`src/rtl/cpuex_pkg.sv`:
```
package cpuex_pkg;

    // ==========================================
    // operation selector
    typedef enum logic [3:0] {
        CPUEX_OP_NONE,
        CPUEX_OP_SBC,
        CPUEX_OP_SIGN,
        CPUEX_OP_ST8,
        CPUEX_OP_ST16,
        CPUEX_OP_SUB8,
        CPUEX_OP_SUB16,
        CPUEX_OP_TRAP1,
        CPUEX_OP_TRAP2,
        CPUEX_OP_TRAP3,
        CPUEX_OP_SYNC,
        CPUEX_OP_COPY,
        CPUEX_OP_CHECK
    } cpuex_op_e;

    // ==========================================
    // flags register bit positions
    localparam int CC_C = 0;
    localparam int CC_V = 1;
    localparam int CC_Z = 2;
    localparam int CC_N = 3;
    localparam int CC_I = 4;
    localparam int CC_H = 5;
    localparam int CC_F = 6;
    localparam int CC_E = 7;

    // ==========================================
    // register codes for the copy postbyte
    localparam logic [3:0] RC_D = 4'h0;
    localparam logic [3:0] RC_X = 4'h1;
    localparam logic [3:0] RC_Y = 4'h2;
    localparam logic [3:0] RC_U = 4'h3;
    localparam logic [3:0] RC_S = 4'h4;
    localparam logic [3:0] RC_PC = 4'h5;
    localparam logic [3:0] RC_A = 4'h8;
    localparam logic [3:0] RC_B = 4'h9;
    localparam logic [3:0] RC_CC = 4'hA;
    localparam logic [3:0] RC_DP = 4'hB;

    // ==========================================
    // trap vectors (high byte address)
    localparam logic [15:0] VEC_TRAP1 = 16'hFFFA;
    localparam logic [15:0] VEC_TRAP2 = 16'hFFF4;
    localparam logic [15:0] VEC_TRAP3 = 16'hFFF2;

    // ==========================================
    // reset values and timing
    localparam logic [7:0] CC_RST = 8'h50;
    localparam logic [15:0] WORD_RST = 16'h0000;
    localparam int SYNC_LONG_CYC = 3;
    localparam int STACK_BYTES = 12;

endpackage

```
`src/rtl/cpuex_bus_if.sv`:
```
`timescale 1ns/1ps
interface cpuex_bus_if;
    logic [15:0] addr;
    logic [7:0] wdata;
    logic we;
    logic re;
    logic [7:0] rdata;
    modport ctl (output addr, output wdata, output we, output re,
                 input rdata);
    modport mem (input addr, input wdata, input we, input re,
                 output rdata);
endinterface

```
`src/rtl/cpuex_top.sv`:
```
`timescale 1ns/1ps
// How it works
// - borrow-subtract leaves acc minus memory in the chosen accumulator
// - borrow-subtract also takes away the carry flag
// - sign widen fills upper acc from bit 7 of lower; sets N,Z only
// - byte store writes one location; N,Z from data, V cleared
// - word store writes high byte at address, low byte next
// - byte subtract sets N,Z,V, carry as borrow
// - word subtract takes D minus the 16-bit operand in one cycle; half-carry untouched
// - traps set E, then push PC,U,Y,X low first, DP,B,A,CC
// - first trap masks I and F, then uses its vector
// - second trap loads PC from its vector, masks untouched
// - third trap uses its own vector, masks untouched
// - sync stops processing until an interrupt input is active
// - any interrupt, masked or not, ends sync
// - interrupt taken only if enabled and held three cycles
// - buses float while synchronising
// - copy source from bits 7-4, destination from bits 3-0
// - codes D,X,Y,U,S,PC,A,B,CC,DP; others undefined
// - check leaves operand alone; N,Z set, V cleared
// - stacked E tells the return what was saved
module cpuex_top
    import cpuex_pkg::*;
(
    input wire logic sys_clk,
    input wire logic arst_n,
    input wire logic start,
    input wire cpuex_op_e op,
    input wire logic acc_sel_b,
    input wire logic [15:0] ea,
    input wire logic [15:0] operand,
    input wire logic [7:0] postbyte,
    input wire logic [3:0] store_reg,
    input wire logic [7:0] mem_rdata,
    input wire logic irq_n,
    input wire logic firq_n,
    input wire logic nmi_n,
    output logic [15:0] mem_addr_o,
    output logic [15:0] mem_addr_oe,
    output logic [7:0] mem_wdata_o,
    output logic [7:0] mem_wdata_oe,
    output logic mem_we,
    output logic mem_re,
    output logic busy,
    output logic done,
    output logic take_irq,
    output logic [7:0] acc_a,
    output logic [7:0] acc_b,
    output logic [15:0] idx_x,
    output logic [15:0] idx_y,
    output logic [15:0] usp,
    output logic [15:0] ssp,
    output logic [15:0] pc,
    output logic [7:0] flags_register,
    output logic [7:0] direct_page_reg
);
    // ==========================================
    // reset release
    logic rst_s1_r;
    logic rst_n_r;
    always_ff @(posedge sys_clk or negedge arst_n) begin
        if (!arst_n) begin
            rst_s1_r <= 1'b0;
            rst_n_r <= 1'b0;
        end else begin
            rst_s1_r <= 1'b1;
            rst_n_r <= rst_s1_r;
        end
    end

    // ==========================================
    // helpers
    typedef enum {ST_IDLE, ST_WR, ST_RD, ST_SYNC} cpuex_state_e;
    cpuex_state_e state_r;
    cpuex_op_e op_r;
    logic [3:0] cnt_r;
    logic [7:0] rd_hi_r;
    logic [1:0] irq_len_r;
    logic any_irq;
    cpuex_bus_if bus ();

    function automatic logic [15:0] reg_read(input logic [3:0] code,
                                             input logic [7:0] a,
                                             input logic [7:0] b,
                                             input logic [15:0] x,
                                             input logic [15:0] y,
                                             input logic [15:0] u,
                                             input logic [15:0] s,
                                             input logic [15:0] p,
                                             input logic [7:0] c,
                                             input logic [7:0] d);
        unique case (code)
            RC_D: reg_read = {a, b};
            RC_X: reg_read = x;
            RC_Y: reg_read = y;
            RC_U: reg_read = u;
            RC_S: reg_read = s;
            RC_PC: reg_read = p;
            RC_A: reg_read = {8'hFF, a};
            RC_B: reg_read = {8'hFF, b};
            RC_CC: reg_read = {8'hFF, c};
            RC_DP: reg_read = {8'hFF, d};
            default: reg_read = 16'hFFFF;
        endcase
    endfunction

    // stack byte n of the full-state push, n = 0 is pushed first
    function automatic logic [7:0] push_byte(input logic [3:0] n);
        unique case (n)
            4'h0: push_byte = pc[7:0];
            4'h1: push_byte = pc[15:8];
            4'h2: push_byte = usp[7:0];
            4'h3: push_byte = usp[15:8];
            4'h4: push_byte = idx_y[7:0];
            4'h5: push_byte = idx_y[15:8];
            4'h6: push_byte = idx_x[7:0];
            4'h7: push_byte = idx_x[15:8];
            4'h8: push_byte = direct_page_reg;
            4'h9: push_byte = acc_b;
            4'hA: push_byte = acc_a;
            default: push_byte = flags_register;
        endcase
    endfunction

    // ==========================================
    // arithmetic
    logic [15:0] src_val;
    logic [15:0] alu_lhs;
    logic [15:0] diff;
    logic a_n, a_z, a_v, a_c;
    logic [7:0] acc_sel;
    assign acc_sel = acc_sel_b ? acc_b : acc_a;
    assign alu_lhs = (op == CPUEX_OP_SUB16) ? {acc_a, acc_b}
                                            : {8'h00, acc_sel};
    assign src_val = reg_read(postbyte[7:4], acc_a, acc_b, idx_x, idx_y,
                              usp, ssp, pc, flags_register,
                              direct_page_reg);

    cpuex_alu u_alu (
        .lhs(alu_lhs),
        .rhs(operand),
        .borrow_in((op == CPUEX_OP_SBC) & flags_register[CC_C]),
        .wide(op == CPUEX_OP_SUB16),
        .diff(diff),
        .neg(a_n),
        .zero(a_z),
        .ovf(a_v),
        .borrow(a_c)
    );

    logic [15:0] st_val;
    assign st_val = reg_read(store_reg, acc_a, acc_b, idx_x, idx_y, usp,
                             ssp, pc, flags_register, direct_page_reg);
    assign any_irq = !irq_n | !firq_n | !nmi_n;

    // ==========================================
    // sequencer and register file
    always_ff @(posedge sys_clk or negedge rst_n_r) begin
        if (!rst_n_r) begin
            state_r <= ST_IDLE;
            op_r <= CPUEX_OP_NONE;
            cnt_r <= 4'h0;
            rd_hi_r <= 8'h00;
            acc_a <= 8'h00;
            acc_b <= 8'h00;
            idx_x <= WORD_RST;
            idx_y <= WORD_RST;
            usp <= WORD_RST;
            ssp <= WORD_RST;
            pc <= WORD_RST;
            flags_register <= CC_RST;
            direct_page_reg <= 8'h00;
            busy <= 1'b0;
            done <= 1'b0;
            take_irq <= 1'b0;
            bus.addr <= 16'h0000;
            bus.wdata <= 8'h00;
            bus.we <= 1'b0;
            bus.re <= 1'b0;
            mem_addr_oe <= 16'h0000;
            mem_wdata_oe <= 8'h00;
        end else begin
            done <= 1'b0;
            take_irq <= 1'b0;
            bus.we <= 1'b0;
            bus.re <= 1'b0;
            mem_wdata_oe <= 8'h00;
            unique case (state_r)
                ST_IDLE: begin
                    mem_addr_oe <= 16'hFFFF;
                    if (start) begin
                        op_r <= op;
                        unique case (op)
                            CPUEX_OP_SBC, CPUEX_OP_SUB8: begin
                                if (acc_sel_b) acc_b <= diff[7:0];
                                else acc_a <= diff[7:0];
                                flags_register[CC_N] <= a_n;
                                flags_register[CC_Z] <= a_z;
                                flags_register[CC_V] <= a_v;
                                flags_register[CC_C] <= a_c;
                                done <= 1'b1;
                            end
                            CPUEX_OP_SUB16: begin
                                {acc_a, acc_b} <= diff;
                                flags_register[CC_N] <= a_n;
                                flags_register[CC_Z] <= a_z;
                                flags_register[CC_V] <= a_v;
                                flags_register[CC_C] <= a_c;
                                done <= 1'b1;
                            end
                            CPUEX_OP_SIGN: begin
                                acc_a <= acc_b[7] ? 8'hFF : 8'h00;
                                flags_register[CC_N] <= acc_b[7];
                                flags_register[CC_Z] <=
                                    (acc_b[7] ? 8'hFF : 8'h00) == 8'h00 &&
                                    acc_b == 8'h00;
                                done <= 1'b1;
                            end
                            CPUEX_OP_CHECK: begin
                                flags_register[CC_N] <= operand[7];
                                flags_register[CC_Z] <=
                                    operand[7:0] == 8'h00;
                                flags_register[CC_V] <= 1'b0;
                                done <= 1'b1;
                            end
                            CPUEX_OP_COPY: begin
                                unique case (postbyte[3:0])
                                    RC_D: {acc_a, acc_b} <= src_val;
                                    RC_X: idx_x <= src_val;
                                    RC_Y: idx_y <= src_val;
                                    RC_U: usp <= src_val;
                                    RC_S: ssp <= src_val;
                                    RC_PC: pc <= src_val;
                                    RC_A: acc_a <= src_val[7:0];
                                    RC_B: acc_b <= src_val[7:0];
                                    RC_CC: flags_register <= src_val[7:0];
                                    RC_DP: direct_page_reg <= src_val[7:0];
                                    default: ;
                                endcase
                                done <= 1'b1;
                            end
                            CPUEX_OP_ST8: begin
                                bus.addr <= ea;
                                bus.wdata <= st_val[7:0];
                                bus.we <= 1'b1;
                                mem_wdata_oe <= 8'hFF;
                                flags_register[CC_N] <= st_val[7];
                                flags_register[CC_Z] <=
                                    st_val[7:0] == 8'h00;
                                flags_register[CC_V] <= 1'b0;
                                state_r <= ST_WR;
                                cnt_r <= 4'hB;
                                busy <= 1'b1;
                            end
                            CPUEX_OP_ST16: begin
                                bus.addr <= ea;
                                bus.wdata <= st_val[15:8];
                                bus.we <= 1'b1;
                                mem_wdata_oe <= 8'hFF;
                                flags_register[CC_N] <= st_val[15];
                                flags_register[CC_Z] <=
                                    st_val == 16'h0000;
                                flags_register[CC_V] <= 1'b0;
                                state_r <= ST_WR;
                                cnt_r <= 4'hA;
                                busy <= 1'b1;
                            end
                            CPUEX_OP_TRAP1, CPUEX_OP_TRAP2,
                            CPUEX_OP_TRAP3: begin
                                flags_register[CC_E] <= 1'b1;
                                cnt_r <= 4'h0;
                                state_r <= ST_WR;
                                busy <= 1'b1;
                            end
                            CPUEX_OP_SYNC: begin
                                state_r <= ST_SYNC;
                                mem_addr_oe <= 16'h0000;
                                busy <= 1'b1;
                            end
                            default: ;
                        endcase
                    end
                end
                ST_WR: begin
                    if (op_r == CPUEX_OP_ST8) begin
                        state_r <= ST_IDLE;
                        busy <= 1'b0;
                        done <= 1'b1;
                    end else if (op_r == CPUEX_OP_ST16) begin
                        if (cnt_r == 4'hA) begin
                            bus.addr <= ea + 16'h0001;
                            bus.wdata <= st_val[7:0];
                            bus.we <= 1'b1;
                            mem_wdata_oe <= 8'hFF;
                            cnt_r <= 4'hB;
                        end else begin
                            state_r <= ST_IDLE;
                            busy <= 1'b0;
                            done <= 1'b1;
                        end
                    end else if (cnt_r < 4'(STACK_BYTES)) begin
                        ssp <= ssp - 16'h0001;
                        bus.addr <= ssp - 16'h0001;
                        bus.wdata <= push_byte(cnt_r);
                        bus.we <= 1'b1;
                        mem_wdata_oe <= 8'hFF;
                        cnt_r <= cnt_r + 4'h1;
                    end else begin
                        if (op_r == CPUEX_OP_TRAP1) begin
                            flags_register[CC_I] <= 1'b1;
                            flags_register[CC_F] <= 1'b1;
                        end
                        bus.addr <= (op_r == CPUEX_OP_TRAP1) ? VEC_TRAP1 :
                            (op_r == CPUEX_OP_TRAP2) ? VEC_TRAP2 :
                            VEC_TRAP3;
                        bus.re <= 1'b1;
                        cnt_r <= 4'h0;
                        state_r <= ST_RD;
                    end
                end
                ST_RD: begin
                    // data of a read stands the cycle after the strobe
                    cnt_r <= cnt_r + 4'h1;
                    if (cnt_r == 4'h0) begin
                        bus.addr <= bus.addr + 16'h0001;
                        bus.re <= 1'b1;
                    end else if (cnt_r == 4'h1) begin
                        rd_hi_r <= bus.rdata;
                    end else begin
                        pc <= {rd_hi_r, bus.rdata};
                        state_r <= ST_IDLE;
                        busy <= 1'b0;
                        done <= 1'b1;
                    end
                end
                ST_SYNC: begin
                    mem_addr_oe <= 16'h0000;
                    if (any_irq) begin
                        state_r <= ST_IDLE;
                        mem_addr_oe <= 16'hFFFF;
                        busy <= 1'b0;
                        done <= 1'b1;
                    end
                end
            endcase
            if (state_r != ST_SYNC && irq_len_r == 2'(SYNC_LONG_CYC - 1) &&
                op_r == CPUEX_OP_SYNC && any_irq &&
                ((!nmi_n) || (!firq_n && !flags_register[CC_F]) ||
                 (!irq_n && !flags_register[CC_I])))
                take_irq <= 1'b1;
        end
    end

    // consecutive cycles an interrupt line has been low
    always_ff @(posedge sys_clk or negedge rst_n_r) begin
        if (!rst_n_r) irq_len_r <= 2'h0;
        else if (!any_irq) irq_len_r <= 2'h0;
        else if (irq_len_r != 2'h3) irq_len_r <= irq_len_r + 2'h1;
    end

    assign bus.rdata = mem_rdata;
    assign mem_addr_o = bus.addr;
    assign mem_wdata_o = bus.wdata;
    assign mem_we = bus.we;
    assign mem_re = bus.re;

    // ==========================================
    // checks
    a_sync_float: assert property (@(posedge sys_clk)
        disable iff (!rst_n_r)
        state_r == ST_SYNC |-> mem_addr_oe == 16'h0000 &&
        mem_wdata_oe == 8'h00)
        else $error("bus driven in sync");
    a_sync_exit: assert property (@(posedge sys_clk)
        disable iff (!rst_n_r)
        state_r == ST_SYNC && any_irq |=> state_r == ST_IDLE)
        else $error("sync not ended by interrupt");
    a_trap_sets_e: assert property (@(posedge sys_clk)
        disable iff (!rst_n_r)
        state_r == ST_IDLE && start &&
        op inside {CPUEX_OP_TRAP1, CPUEX_OP_TRAP2, CPUEX_OP_TRAP3}
        |=> flags_register[CC_E])
        else $error("trap did not set E");
    a_trap2_masks: assert property (@(posedge sys_clk)
        disable iff (!rst_n_r)
        op_r inside {CPUEX_OP_TRAP2, CPUEX_OP_TRAP3} && state_r != ST_IDLE
        |=> $stable(flags_register[CC_I]) && $stable(flags_register[CC_F]))
        else $error("second or third trap touched masks");
    a_trap1_masks: assert property (@(posedge sys_clk)
        disable iff (!rst_n_r)
        op_r == CPUEX_OP_TRAP1 && done |-> flags_register[CC_I] &&
        flags_register[CC_F])
        else $error("first trap left masks open");
    a_st8_v_clear: assert property (@(posedge sys_clk)
        disable iff (!rst_n_r)
        state_r == ST_IDLE && start && op == CPUEX_OP_ST8
        |=> mem_we && !flags_register[CC_V] ##1 done)
        else $error("byte store wrong");
    a_st16_pair: assert property (@(posedge sys_clk)
        disable iff (!rst_n_r)
        state_r == ST_IDLE && start && op == CPUEX_OP_ST16
        |=> mem_we && mem_addr_o == $past(ea)
        ##1 mem_we && mem_addr_o == $past(ea, 2) + 16'h0001)
        else $error("word store order wrong");
    a_sign_fill: assert property (@(posedge sys_clk)
        disable iff (!rst_n_r)
        state_r == ST_IDLE && start && op == CPUEX_OP_SIGN
        |=> acc_a == {8{$past(acc_b[7])}})
        else $error("sign widen wrong");
    c_trap1: cover property (@(posedge sys_clk) op_r == CPUEX_OP_TRAP1
        && done);
    c_sync_take: cover property (@(posedge sys_clk) take_irq);
    c_st16: cover property (@(posedge sys_clk) op_r == CPUEX_OP_ST16
        && done);
endmodule

```
`src/rtl/cpuex_alu.sv`:
```
`timescale 1ns/1ps
module cpuex_alu
    import cpuex_pkg::*;
(
    input wire logic [15:0] lhs,
    input wire logic [15:0] rhs,
    input wire logic borrow_in,
    input wire logic wide,
    output logic [15:0] diff,
    output logic neg,
    output logic zero,
    output logic ovf,
    output logic borrow
);
    logic [16:0] full;
    logic sl;
    logic sr;
    logic sd;

    always_comb begin
        full = {1'b0, lhs} - {1'b0, rhs} - {16'h0000, borrow_in};
        if (wide) begin
            diff = full[15:0];
            borrow = full[16];
            sl = lhs[15];
            sr = rhs[15];
            sd = full[15];
            zero = (full[15:0] == 16'h0000);
        end else begin
            diff = {8'h00, full[7:0]};
            borrow = {1'b0, lhs[7:0]} <
                     ({1'b0, rhs[7:0]} + {8'h00, borrow_in});
            sl = lhs[7];
            sr = rhs[7];
            sd = full[7];
            zero = (full[7:0] == 8'h00);
        end
        neg = sd;
        // overflow when operands differ in sign and result follows rhs
        ovf = (sl ^ sr) & (sl ^ sd);
    end
endmodule

```
`config.mk`:
```
export PLATFORM = sky130hd
export DESIGN_NAME = cpuex_top
export DESIGN_NICKNAME = d
export VERILOG_FILES = /design/src/rtl/cpuex_pkg.sv /design/src/rtl/cpuex_bus_if.sv /design/src/rtl/cpuex_top.sv /design/src/rtl/cpuex_alu.sv
export SDC_FILE = /design/constraint.sdc
export NUM_CORES = 1
export LEC_CHECK = 0
export BUFFER_PORTS_ARGS = -buffer_cell sky130_fd_sc_hd__buf_2
export CORE_MARGIN = 1
export CORE_UTILIZATION = 40
export CTS_CLUSTER_DIAMETER = 50
export CTS_CLUSTER_SIZE = 25
export DETAILED_ROUTE_END_ITERATION = 8
export PLACE_DENSITY_LB_ADDON = 0.25
export SYNTH_ARGS = -nofsm -noshare
export SYNTH_HDL_FRONTEND = slang
export SYNTH_SLANG_ARGS = --single-unit
export TNS_END_PERCENT = 1
```
`constraint.sdc`:
```
create_clock -name sys_clk -period 13.24 [get_ports sys_clk]
set_clock_uncertainty 0.05 [all_clocks]
set_input_delay 0.662 -clock sys_clk [delete_from_list [all_inputs] [get_ports sys_clk]]
set_output_delay 0.662 -clock sys_clk [all_outputs]
set_load 0.05 [all_outputs]
```
Word level (Yosys, flattened, before mapping) --
Index checks and enable logic that the tools add are counted.
Cells by class: add/sub/neg operators 8, $lt $le $gt $ge 2, equal/unequal tests 91, muxes and demuxes 122, bitwise operators 7, reduce and logical (&&, ||, !) cells 66
Operators by type and width (number):
- $mux 16 | 23
- $pmux 16 s10 | 2
- $mux 32 | 8
- $mux 8 | 17
- $pmux 32 s4 | 1
- $pmux 16 s2 | 3
- $eq 4x4->1 const B | 22
- $pmux 8 s11 | 1
- $eq 32x2->1 const B | 2
- $eq 4x3->1 const B | 16
- $pmux 32 s2 | 1
- $pmux 8 s2 | 4
- $pmux 16 s3 | 1
- $eq 4x2->1 const B | 11
- $logic_not 8->1 | 5
- $mux 1 | 36
- $reduce_and 4->1 | 9
- $add 16x1->16 const B | 2
- $eq 32x1->1 const B | 1
- $logic_not 16->1 | 2
- $logic_not 32->1 | 1
- $ne 2x2->1 const B | 16
- $ne 32x3->1 const B | 1
- $pmux 8 s4 | 1
- other kinds (48) | 110
Storage, ports and cells: flip-flop bits (word level) 217, bits of input ports 63, output and inout port bits 165

Depth between registers and ports, before layout --
Gate-level depths: netlist of run 1.
word-level depth 10, depth in mapped cells 18, mapped depth without buffers 16

Hierarchy --
A second synthesis of run 1 with hierarchy kept.
Unflattened totals: cell total of the unflattened synthesis 1834, area, all modules 14328.7 um^2
By module, submodules not included:
- cpuex_top | times used 1, cells an instance 1606, area each 12675.9 um^2, seq. area each 4106.4 um^2
- cpuex_alu | times used 1, cells an instance 228, area each 1652.8 um^2, seq. area each 0.0 um^2

Least setup slack after synthesis of run 1 --
OpenSTA, ideal clock, no wires.
kind in2reg, start input port op[0], end register flags_register[2], arrival time 4598 ps, data required time 13087 ps, slack 8489 ps, stages 15, buffers on the path 2, cells stage by stage buf_6 > and4bb_1 > buf_4 > nor2_1 > a21oi_1 > fa_1 > fa_1 > and3b_1 > o21ai_1 > xor2_1 > or4b_1 > or4b_4 > nor3_2 > nand4_1 > o41ai_2
Between the ends: longest elaborated chain between the ends 7, elaborated cells on any way between the ends 20, those cells by class add/sub (2); eq/ne (9); mux (3); bitwise (1); reduce/logical (5)
Ends and longest elaborated chain:
- start, declared | RTL line cpuex_top.sv:28 | input wire cpuex_op_e op,
- $eq 4x3->1 | RTL line cpuex_top.sv:133, cpuex_top.sv:143, cpuex_top.sv:193
- $mux 16 | RTL line cpuex_top.sv:133 | assign alu_lhs = (op == CPUEX_OP_SUB16) ? {acc_a, acc_b}
- $sub 16x16->17 | RTL line cpuex_alu.sv:21 | full = {1'b0, lhs} - {1'b0, rhs} - {16'h0000, borrow_in};
- $sub 17x1->17 | RTL line cpuex_alu.sv:21
- $logic_not 16->1 / $logic_not 8->1 (equally long branches) | RTL line cpuex_alu.sv:28, cpuex_alu.sv:36
- $mux 1 | RTL line cpuex_alu.sv:22 | if (wide) begin
- $pmux 2 s6 | RTL line cpuex_top.sv:193 | unique case (op)
- end signal, assigned by index | RTL line cpuex_top.sv:197 | flags_register[CC_N] <= a_n;
- end signal, assigned by index | RTL line cpuex_top.sv:198 | flags_register[CC_Z] <= a_z;
- end signal, assigned by index | RTL line cpuex_top.sv:199 | flags_register[CC_V] <= a_v;
- end, declared | RTL line cpuex_top.sv:54 | output logic [7:0] flags_register,
Parallel ways exist; a longest one is shown, timed or not. A chain may end at the register's enable or synchronous reset.

Worst setup path in the final report of run 1 --
start input port op[3], end register flags_register[2]
Same word-level chain as after synthesis.

==> results of run 1 <==
cells by family (layout without fill, tap and decap cells):
kind of cell,count (synthesis),after routing
flops,164,164
mux,100,100
xor+xnor,55,55
other cells,1,4
compound gates,602,602
fa+ha+maj,54,54
buf+inv,229,372
simple gates,606,606
layout make-up:
| cell class | instances | share of cell area |
|---|---|---|
| antenna | 3 | 0.000466 |
| clock inverter | 9 | 0.00676 |
| multi-input combinational | 1418 | 0.567 |
| inverter | 76 | 0.0177 |
| timing repair buffer | 267 | 0.0894 |
| sequential | 164 | 0.255 |
| tap | 455 | 0.0354 |
| clock buffer | 20 | 0.0277 |
power by group:
group | switching, mW | internal [mW] | total [mW]
clock network | 0.214 | 0.278 | 0.492
logic | 1.76 | 0.753 | 2.52
registers | 0.328 | 0.664 | 0.991
cells in the final DEF (no fill, tap or decap), drive strengths merged, types with 17 or more instances in the layout:
| cell | count |
|---|---|
| clkbuf | 20 |
| o21ai | 171 |
| inv | 72 |
| nand2b | 19 |
| nor2 | 127 |
| a21o | 23 |
| ha | 52 |
| and3 | 20 |
| mux2i | 42 |
| nor2b | 23 |
| a22oi | 36 |
| a21oi | 144 |
| xor2 | 23 |
| nor3b | 19 |
| nand2 | 240 |
| o221ai | 18 |
| buf | 266 |
| xnor2 | 32 |
| a31oi | 22 |
| a221oi | 22 |
| nand3 | 41 |
| o211ai | 17 |
| mux2 | 55 |
| dfrtp | 162 |
| nor3 | 32 |
synthesized netlist by cell type (5+ instances only):
cell type | n | area (um^2)
nand3b_1 | 10 | 75.1
a222oi_1 | 8 | 80.1
nand4_1 | 16 | 100
a32oi_1 | 8 | 70.1
dfrtp_1 | 162 | 4050
o22ai_1 | 14 | 87.6
inv_1 | 71 | 267
nand3_1 | 41 | 205
a21oi_1 | 143 | 716
mux2i_1 | 42 | 420
nand2b_1 | 19 | 119
xor2_1 | 23 | 201
ha_1 | 52 | 651
nor3b_1 | 19 | 143
buf_2 | 14 | 70.1
or3_1 | 8 | 50.1
a31oi_1 | 22 | 138
clkbuf_1 | 101 | 379
nor3_1 | 31 | 155
o22a_1 | 13 | 114
o211ai_1 | 17 | 128
nor2_1 | 127 | 477
a311oi_1 | 12 | 105
o211a_1 | 5 | 50.1
o21ai_0 | 167 | 836
a221oi_1 | 22 | 193
mux2_2 | 55 | 619
a22oi_1 | 36 | 270
nor4_1 | 10 | 62.6
a22o_1 | 13 | 114
a21o_1 | 23 | 173
nand2_1 | 240 | 901
a211oi_1 | 16 | 120
a221o_1 | 8 | 80.1
buf_1 | 13 | 48.8
and4_1 | 7 | 61.3
and2_1 | 10 | 62.6
nor2b_1 | 23 | 144
o221ai_1 | 18 | 158
o21a_1 | 7 | 52.6
buf_4 | 24 | 180
xnor2_1 | 32 | 280
and3_1 | 20 | 125
o31ai_1 | 10 | 75.1
worst paths after layout:
path	start	to	slack, ps	depth (start not counted)
max	op[3]	flags_register[2]	8050	15
min	rst_n_r	mem_addr_o[15]	200	0
max reg2reg	flags_register[0]	flags_register[2]	8950	12
min reg2reg	rst_n_r	mem_addr_o[15]	200	0
max in group asynchronous	rst_n_r	usp[0]	10870	2
min in group sys_clk	rst_s1_r	rst_n_r	300	0
critical path: stages:
cell and delay [ps]:
buf_2 270, and4bb_1 250, buf_4 220, nor2_1 630, a21oi_1 250, fa_1 480
fa_1 470, and3b_1 210, o21ai_1 320, xor2_1 180, or4b_1 520, or4b_4 540
nor3_2 150, nand4_1 130, o41ai_2 210
routing by layer:
layer | global-route usage | vias up | share of wire
li1 | - | 6882 | -
met1 | 0.489 | 7511 | 0.43
met2 | 0.504 | 1016 | 0.42
met3 | 0.0865 | 159 | 0.11
met4 | 0.154 | 0 | 0.042
met5 | 0 | - | 0
stage by stage:
| stage | worst slack [ps] | std cells | hold slack [ps] | total power [mW] |
|---|---|---|---|---|
| 3_5_place_dp | 7630 | 2379 | 218 | 3.45 |
| 4_1_cts | 8090 | 2409 | 226 | 3.95 |
| 2_1_floorplan | 8290 | 1811 | 281 | 2.69 |
| 5_1_grt | 7810 | 2411 | 249 | 4.21 |
| 3_3_place_gp | 7740 | 2379 | 217 | 3.43 |
| 6_report | 8050 | 2412 | 202 | 4.00 |
timing repair:
action | 4_1_cts | 5_1_grt
hold buffers | 1 | 0
buffers inserted | 0 | 0
endpoints found under the hold margin | 2 | 0
==> summary.md, run 1 <==
| Metric | Value |
|---|---|
| DR vias | 15568 |
| Post-DR vias/cell | 6.45 |
| Starting Density | 0.409 |
| Io pins | ~230 |
| Die Wd | 190 um |
| Seq/Total Area, Yosys | 0.289 |
| # DRC | 13 |
| Rel. slew slack | 0.152 |
| Peak supply drop | between 0.2 and 0.25 mV |
| Clock root buffer | clkbuf_16 |
| Worst-skew pair later-pin latency | 460 ps |
| Adder-cell share of the synthesized area | 0.0487 |
| Fmax | 193 MHz |
| Count of pins over their slew limit | 0 |
| Antenna-violating nets left | 0 |
| Largest net degree at the start of global routing | a little over 70 |
| CP required | between 10000 and 15000 ps |
| Dpl hpwl | 46600 um |
| Die area | ~36000 um^2 |
| Final Hold Viols | 0 |
| DR iter-0 viols | 1993 |
| Worst-Margin Slew | 1270 ps |
| Pre-antenna DRT Iters | 9 |
| Syn Area/Cell | between 7 and 8 um^2 |
| Dpl cell area | 15500 um^2 |
| Chip height | 190 um |
| Initial antenna violation count | 3 |
| Fin Setup TNS | 0 ps |
| Post-synthesis xor/xnor area fraction | 0.0339 |
| YS warnings | 0 |
| Cell area after layout | 16100 um^2 |
| Final Cycle Share | 0.392 |
| GRT overflow | 0 |
| Total wire length | roughly 64000 um |
| Register area | ~4000 um^2 |
| Post-synth EDFFs | 0 |
| CTS Buf Count | 17 |
| Async set-or-reset flop fraction in the synthesized netlist | 1.00 |
| Fill cells | approximately 3600 |
| Crit end category | flip-flop |
| Row count | 68 |
| First-pass GRT wire length | 93700 um |
| Post-synthesis compound-gate area fraction | 0.276 |
| Min Tclk post-route | 5190 ps |
| Area of the multi-input gates | 9130 um^2 |
| MaxCap Viol Count | 0 |
| Largest family of logic cells by synthesized area | compound AO/OA/AOI/OAI gates |
| Nets | 2061 |
| Average wire per standard cell | ~26 um |
| Placer Congestion | approximately 1 |
| Status | complete, but fails checks |
| Port Buffers | around 230 |
| Vias in the first global route | 14349 |
| Failing checks | DRC |
| RSZ-0062 raised after global routing | no |
| Mapped Nets | approximately 1900 |
| Share of cells above drive strength 1 | 0.191 |
| Mapped Cells | roughly 1800 |
| CP Class | input port to flip-flop |
| Area Overhead vs Synth | 13.4% |
| # H-tree levels | 4 |
| Mapped Area | 14200 um^2 |
| Post-synthesis cell type count | 88 |
| Resized cells post-CTS | 0 |
| CTS tree | done |
| Crit path launch type | input port |
| PwrDens | 248 nW/um^2 |
| Final setup fails | 0 |
| Sink Count | 164 |
| Pleak | 7.07 nW |
| Tightest Hold Check Type | flip-flop to asynchronous set/reset pin |
| Final Util | 0.464 |
| Gr usage total | 0.349 |
| CP arrival | ~5500 ps |
| CP max FO | 24 |
| Post-Synth Simple-Gate Area | 0.205 |
| Multiplexer share of the synthesized area | 0.0780 |
| Core footprint | 34700 um^2 |
| Top FF cell, synth | dfrtp_1 |
| Maximum buffer depth of the clock tree | 2 |
| Clock slew at reported path FFs | 70 ps |
| #FFs+latches synth | 164 |
No activity file was read; power rests on OpenSTA's default activity.
==> inputs of run 2 (changes only) <==
Settings changed: ABC_AREA set to 1.
Clock period 13.24 ns to 5.2 ns, I/O delays scaled along.
==> run 2 against run 1 <==
The flow now finishes without violations. Power up 140%. Routed wire length up 0.26%. Sequential power up 140%. Synthesized cell count up 13%. Count of clock-buffer cells in the layout up 3. Clock power rose to 2.7 times the previous value. Critical path depth down 2. Synthesized area down 4.4%. Critical endpoint is now mem_wdata_o[0]. Largest cell class unchanged. Highest routed layer unchanged.
==> summary.md, run 2 <==
| Metric | Value |
|---|---|
| Clock slew at reported path FFs | ~70 ps |
| Post-synthesis cell type count | 61 |
| Mapped Cells | between 2000 and 2500 |
| DR vias | 15601 |
| Rel. slew slack | 0.215 |
| Starting Density | 0.405 |
| Share of cells above drive strength 1 | 0.154 |
| Tightest Hold Check Type | input port to flip-flop |
| Worst setup margin | 1790 ps |
| Top FF cell, synth | dfrtp_1 |
| # H-tree levels | 4 |
| Die Wd | 186 um |
| Async set-or-reset flop fraction in the synthesized netlist | 1.00 |
| Pleak | 7.62 nW |
| CP max FO | 9 |
| Fin Setup TNS | 0 ps |
| Resized cells post-CTS | 0 |
| Top-count cell post-synth | nand2_1 |
| Sink Count | between 150 and 200 |
| Status | completed |
| Count of pins over their slew limit | 0 |
| Placer Congestion | 1.04 |
| Delay of the slowest critical-path stage | around 710 ps |
| CTS tree | done |
| CP max-delay cell | nor2_1 |
| DR iter-0 viols | ~1800 |
| Fmax | 293 MHz |
| Port Buffers | 227 |
| Final setup fails | 0 |
| Commonest non-fill, non-tap cell in the layout | nand2_1 |
| Min Tclk post-route | 3410 ps |
| Pre-antenna DRT Iters | 5 |
| Initial antenna violation count | 0 |
| Average wire per standard cell | ~24 um |
| CP arrival | 3700 ps |
| Maximum buffer depth of the clock tree | 2 |
| Chip height | 186 um |
| Total wire length | 64000 um |
| PwrDens | 618 nW/um^2 |
| Syn Area/Cell | 6.64 um^2 |
| CTS Buf Count | 17 |
| Critical path cell sequence | inv_1 -> ha_1 -> inv_1 -> nor2_1 -> inv_1 -> nand3_2 -> inv_2 -> nor3_1 -> nand3_1 -> o211ai_1 -> nand2_1 -> nand3_1 -> nand2_1 |
| Peak supply drop | 0.495 mV |
| Top post-synthesis cells by area | dfrtp_1 30%, nand2_1 12%, o21ai_0 8.2% |
| Crit path buf inv count | 4 |
| Setup WS pre-CTS | 1520 ps |
| Commonest non-fill, non-tap cells in the layout | 438 x nand2_1, 276 x inv_1, 242 x nor2_1 |
| Antenna-violating nets left | 0 |
| Clock root buffer | clkbuf_16 |
| #FFs+latches synth | 164 |
| # DRC | 0 |
| Io pins | 228 |
| Post-CTS setup buffers | 0 |
| Dpl hpwl | about 50000 um |
| Largest net degree at the start of global routing | 163 |
| Post-DR vias/cell | roughly 5.8 |
| CP required | 5490 ps |
| YS warnings | 0 |
| Post-synth EDFFs | 0 |
| Row count | 67 |
| Top cell type's share of synthesized area | 0.299 |
| Crit path launch type | flip-flop |
| CP top delay family | simple AND/OR/NAND/NOR gates |
| Synth cell count leaders | 438 x nand2_1, 276 x inv_1, 243 x nor2_1, 222 x o21ai_0, 162 x dfrtp_1 |
| Vias in the first global route | 14514 |
| Mapped Nets | 2161 |
| Nets | around 2300 |
| Mapped Area | 13600 um^2 |
| Final Hold Viols | 0 |
| Final Cycle Share | 0.657 |
| RSZ-0062 raised after global routing | no |
| Tot Pwr | between 9 and 10 mW |
| Crit end category | flip-flop |
| Worst-skew pair later-pin latency | 470 ps |
| Seq/Total Area, Yosys | 0.303 |
| First-pass GRT wire length | between 90000 and 100000 um |
| Core footprint | 33400 um^2 |
| Die area | 34600 um^2 |
| CP Class | flip-flop to flip-flop |
| Area Overhead vs Synth | 15.2% |
| MaxCap Viol Count | 0 |
| Top cell by count, worst path | inv_1 |
| Worst-Margin Slew | 1170 ps |
| GRT overflow | 0 |
| Gr usage total | 0.373 |
| Yosys top cell by area | dfrtp_1 |
==> run 2: path summary, 6_finish.rpt <==
path                              start              to  slack (ps)  cells past startpoint
setup / recovery               cnt_r[0]  mem_wdata_o[0]        1790                     13
hold / removal             mem_rdata[3]      rd_hi_r[3]          20                      2
setup reg to reg               cnt_r[0]  mem_wdata_o[0]        1790                     13
hold reg to reg                rst_s1_r         rst_n_r         300                      0
max in group asynchronous       rst_n_r    irq_len_r[0]        3950                      1
min in group asynchronous        arst_n         rst_n_r          50                      2
==> run 2: worst register-to-register path, delay by kind of cell, from the launching register on <==
kind	cells	cell delay, ps
AND/OR/NAND/NOR	7	1800
flip-flops	1	430
AO/OA/AOI/OAI	1	150
buffers and inverters	4	720
adder cells (fa/ha/maj)	1	160
==> run 2: through the flow <==
stage | utilization | cells | hold slack [ps] | instance area (um^2)
2_1_floorplan | - | 2044 | -85.6 | 13600
3_3_place_gp | 0.447 | 2654 | -4.65 | 14900
3_5_place_dp | 0.447 | 2654 | -2.82 | 14900
4_1_cts | 0.467 | 2693 | 1.88 | 15600
5_1_grt | 0.467 | 2693 | 12.5 | 15600
6_report | 0.467 | 2694 | 15.7 | 15600
==> run 2: final cells by class <==
| cell class | instances | area [um^2] |
|---|---|---|
| multi-input cells | 1511 | 7930 |
| inverters | 290 | 1100 |
| fillers | 3568 | 17800 |
| flip-flops and latches | 164 | 4110 |
| repair buffers | 248 | 1320 |
| clock buffers | 23 | 488 |
| diodes | 1 | 2.50 |
| clock inverters | 9 | 118 |
| well taps | 448 | 561 |
==> run 2: kinds of logic (layout without fill, tap and decap cells) <==
| kind of cell | count (synthesis) | count (layout) | synth area share |
|---|---|---|---|
| adder cells (fa/ha/maj) | 54 | 54 | 0.0509 |
| AO/OA/AOI/OAI | 505 | 505 | 0.215 |
| multiplexers | 11 | 11 | 0.00886 |
| flip-flops | 164 | 164 | 0.303 |
| XOR/XNOR | 30 | 30 | 0.0199 |
| AND/OR/NAND/NOR | 910 | 910 | 0.289 |
| buffers and inverters | 369 | 570 | 0.113 |
| other | 1 | 2 | 0.000276 |
==> run 2: power by group <==
group	total, mW	internal, mW	switching (mW)
sequential	2.36	1.72	0.637
clock	1.35	0.765	0.589
combinational	5.95	1.47	4.48
total	9.66	3.95	5.71
==> run 2: metal layers <==
layer / up-vias / GRT usage / routed length (um)
met3: 120 / 0.0613 / 5490
met5: - / 0 / 0
met2: 833 / 0.574 / 27900
met1: 7462 / 0.516 / 27900
met4: 0 / 0.161 / 2680
li1: 7186 / - / -
==> run 2: timing repair <==
action,4_1_cts,5_1_grt
endpoints found under the hold margin,8,0
endpoints found under the setup margin,0,0
hold buffers,7,0
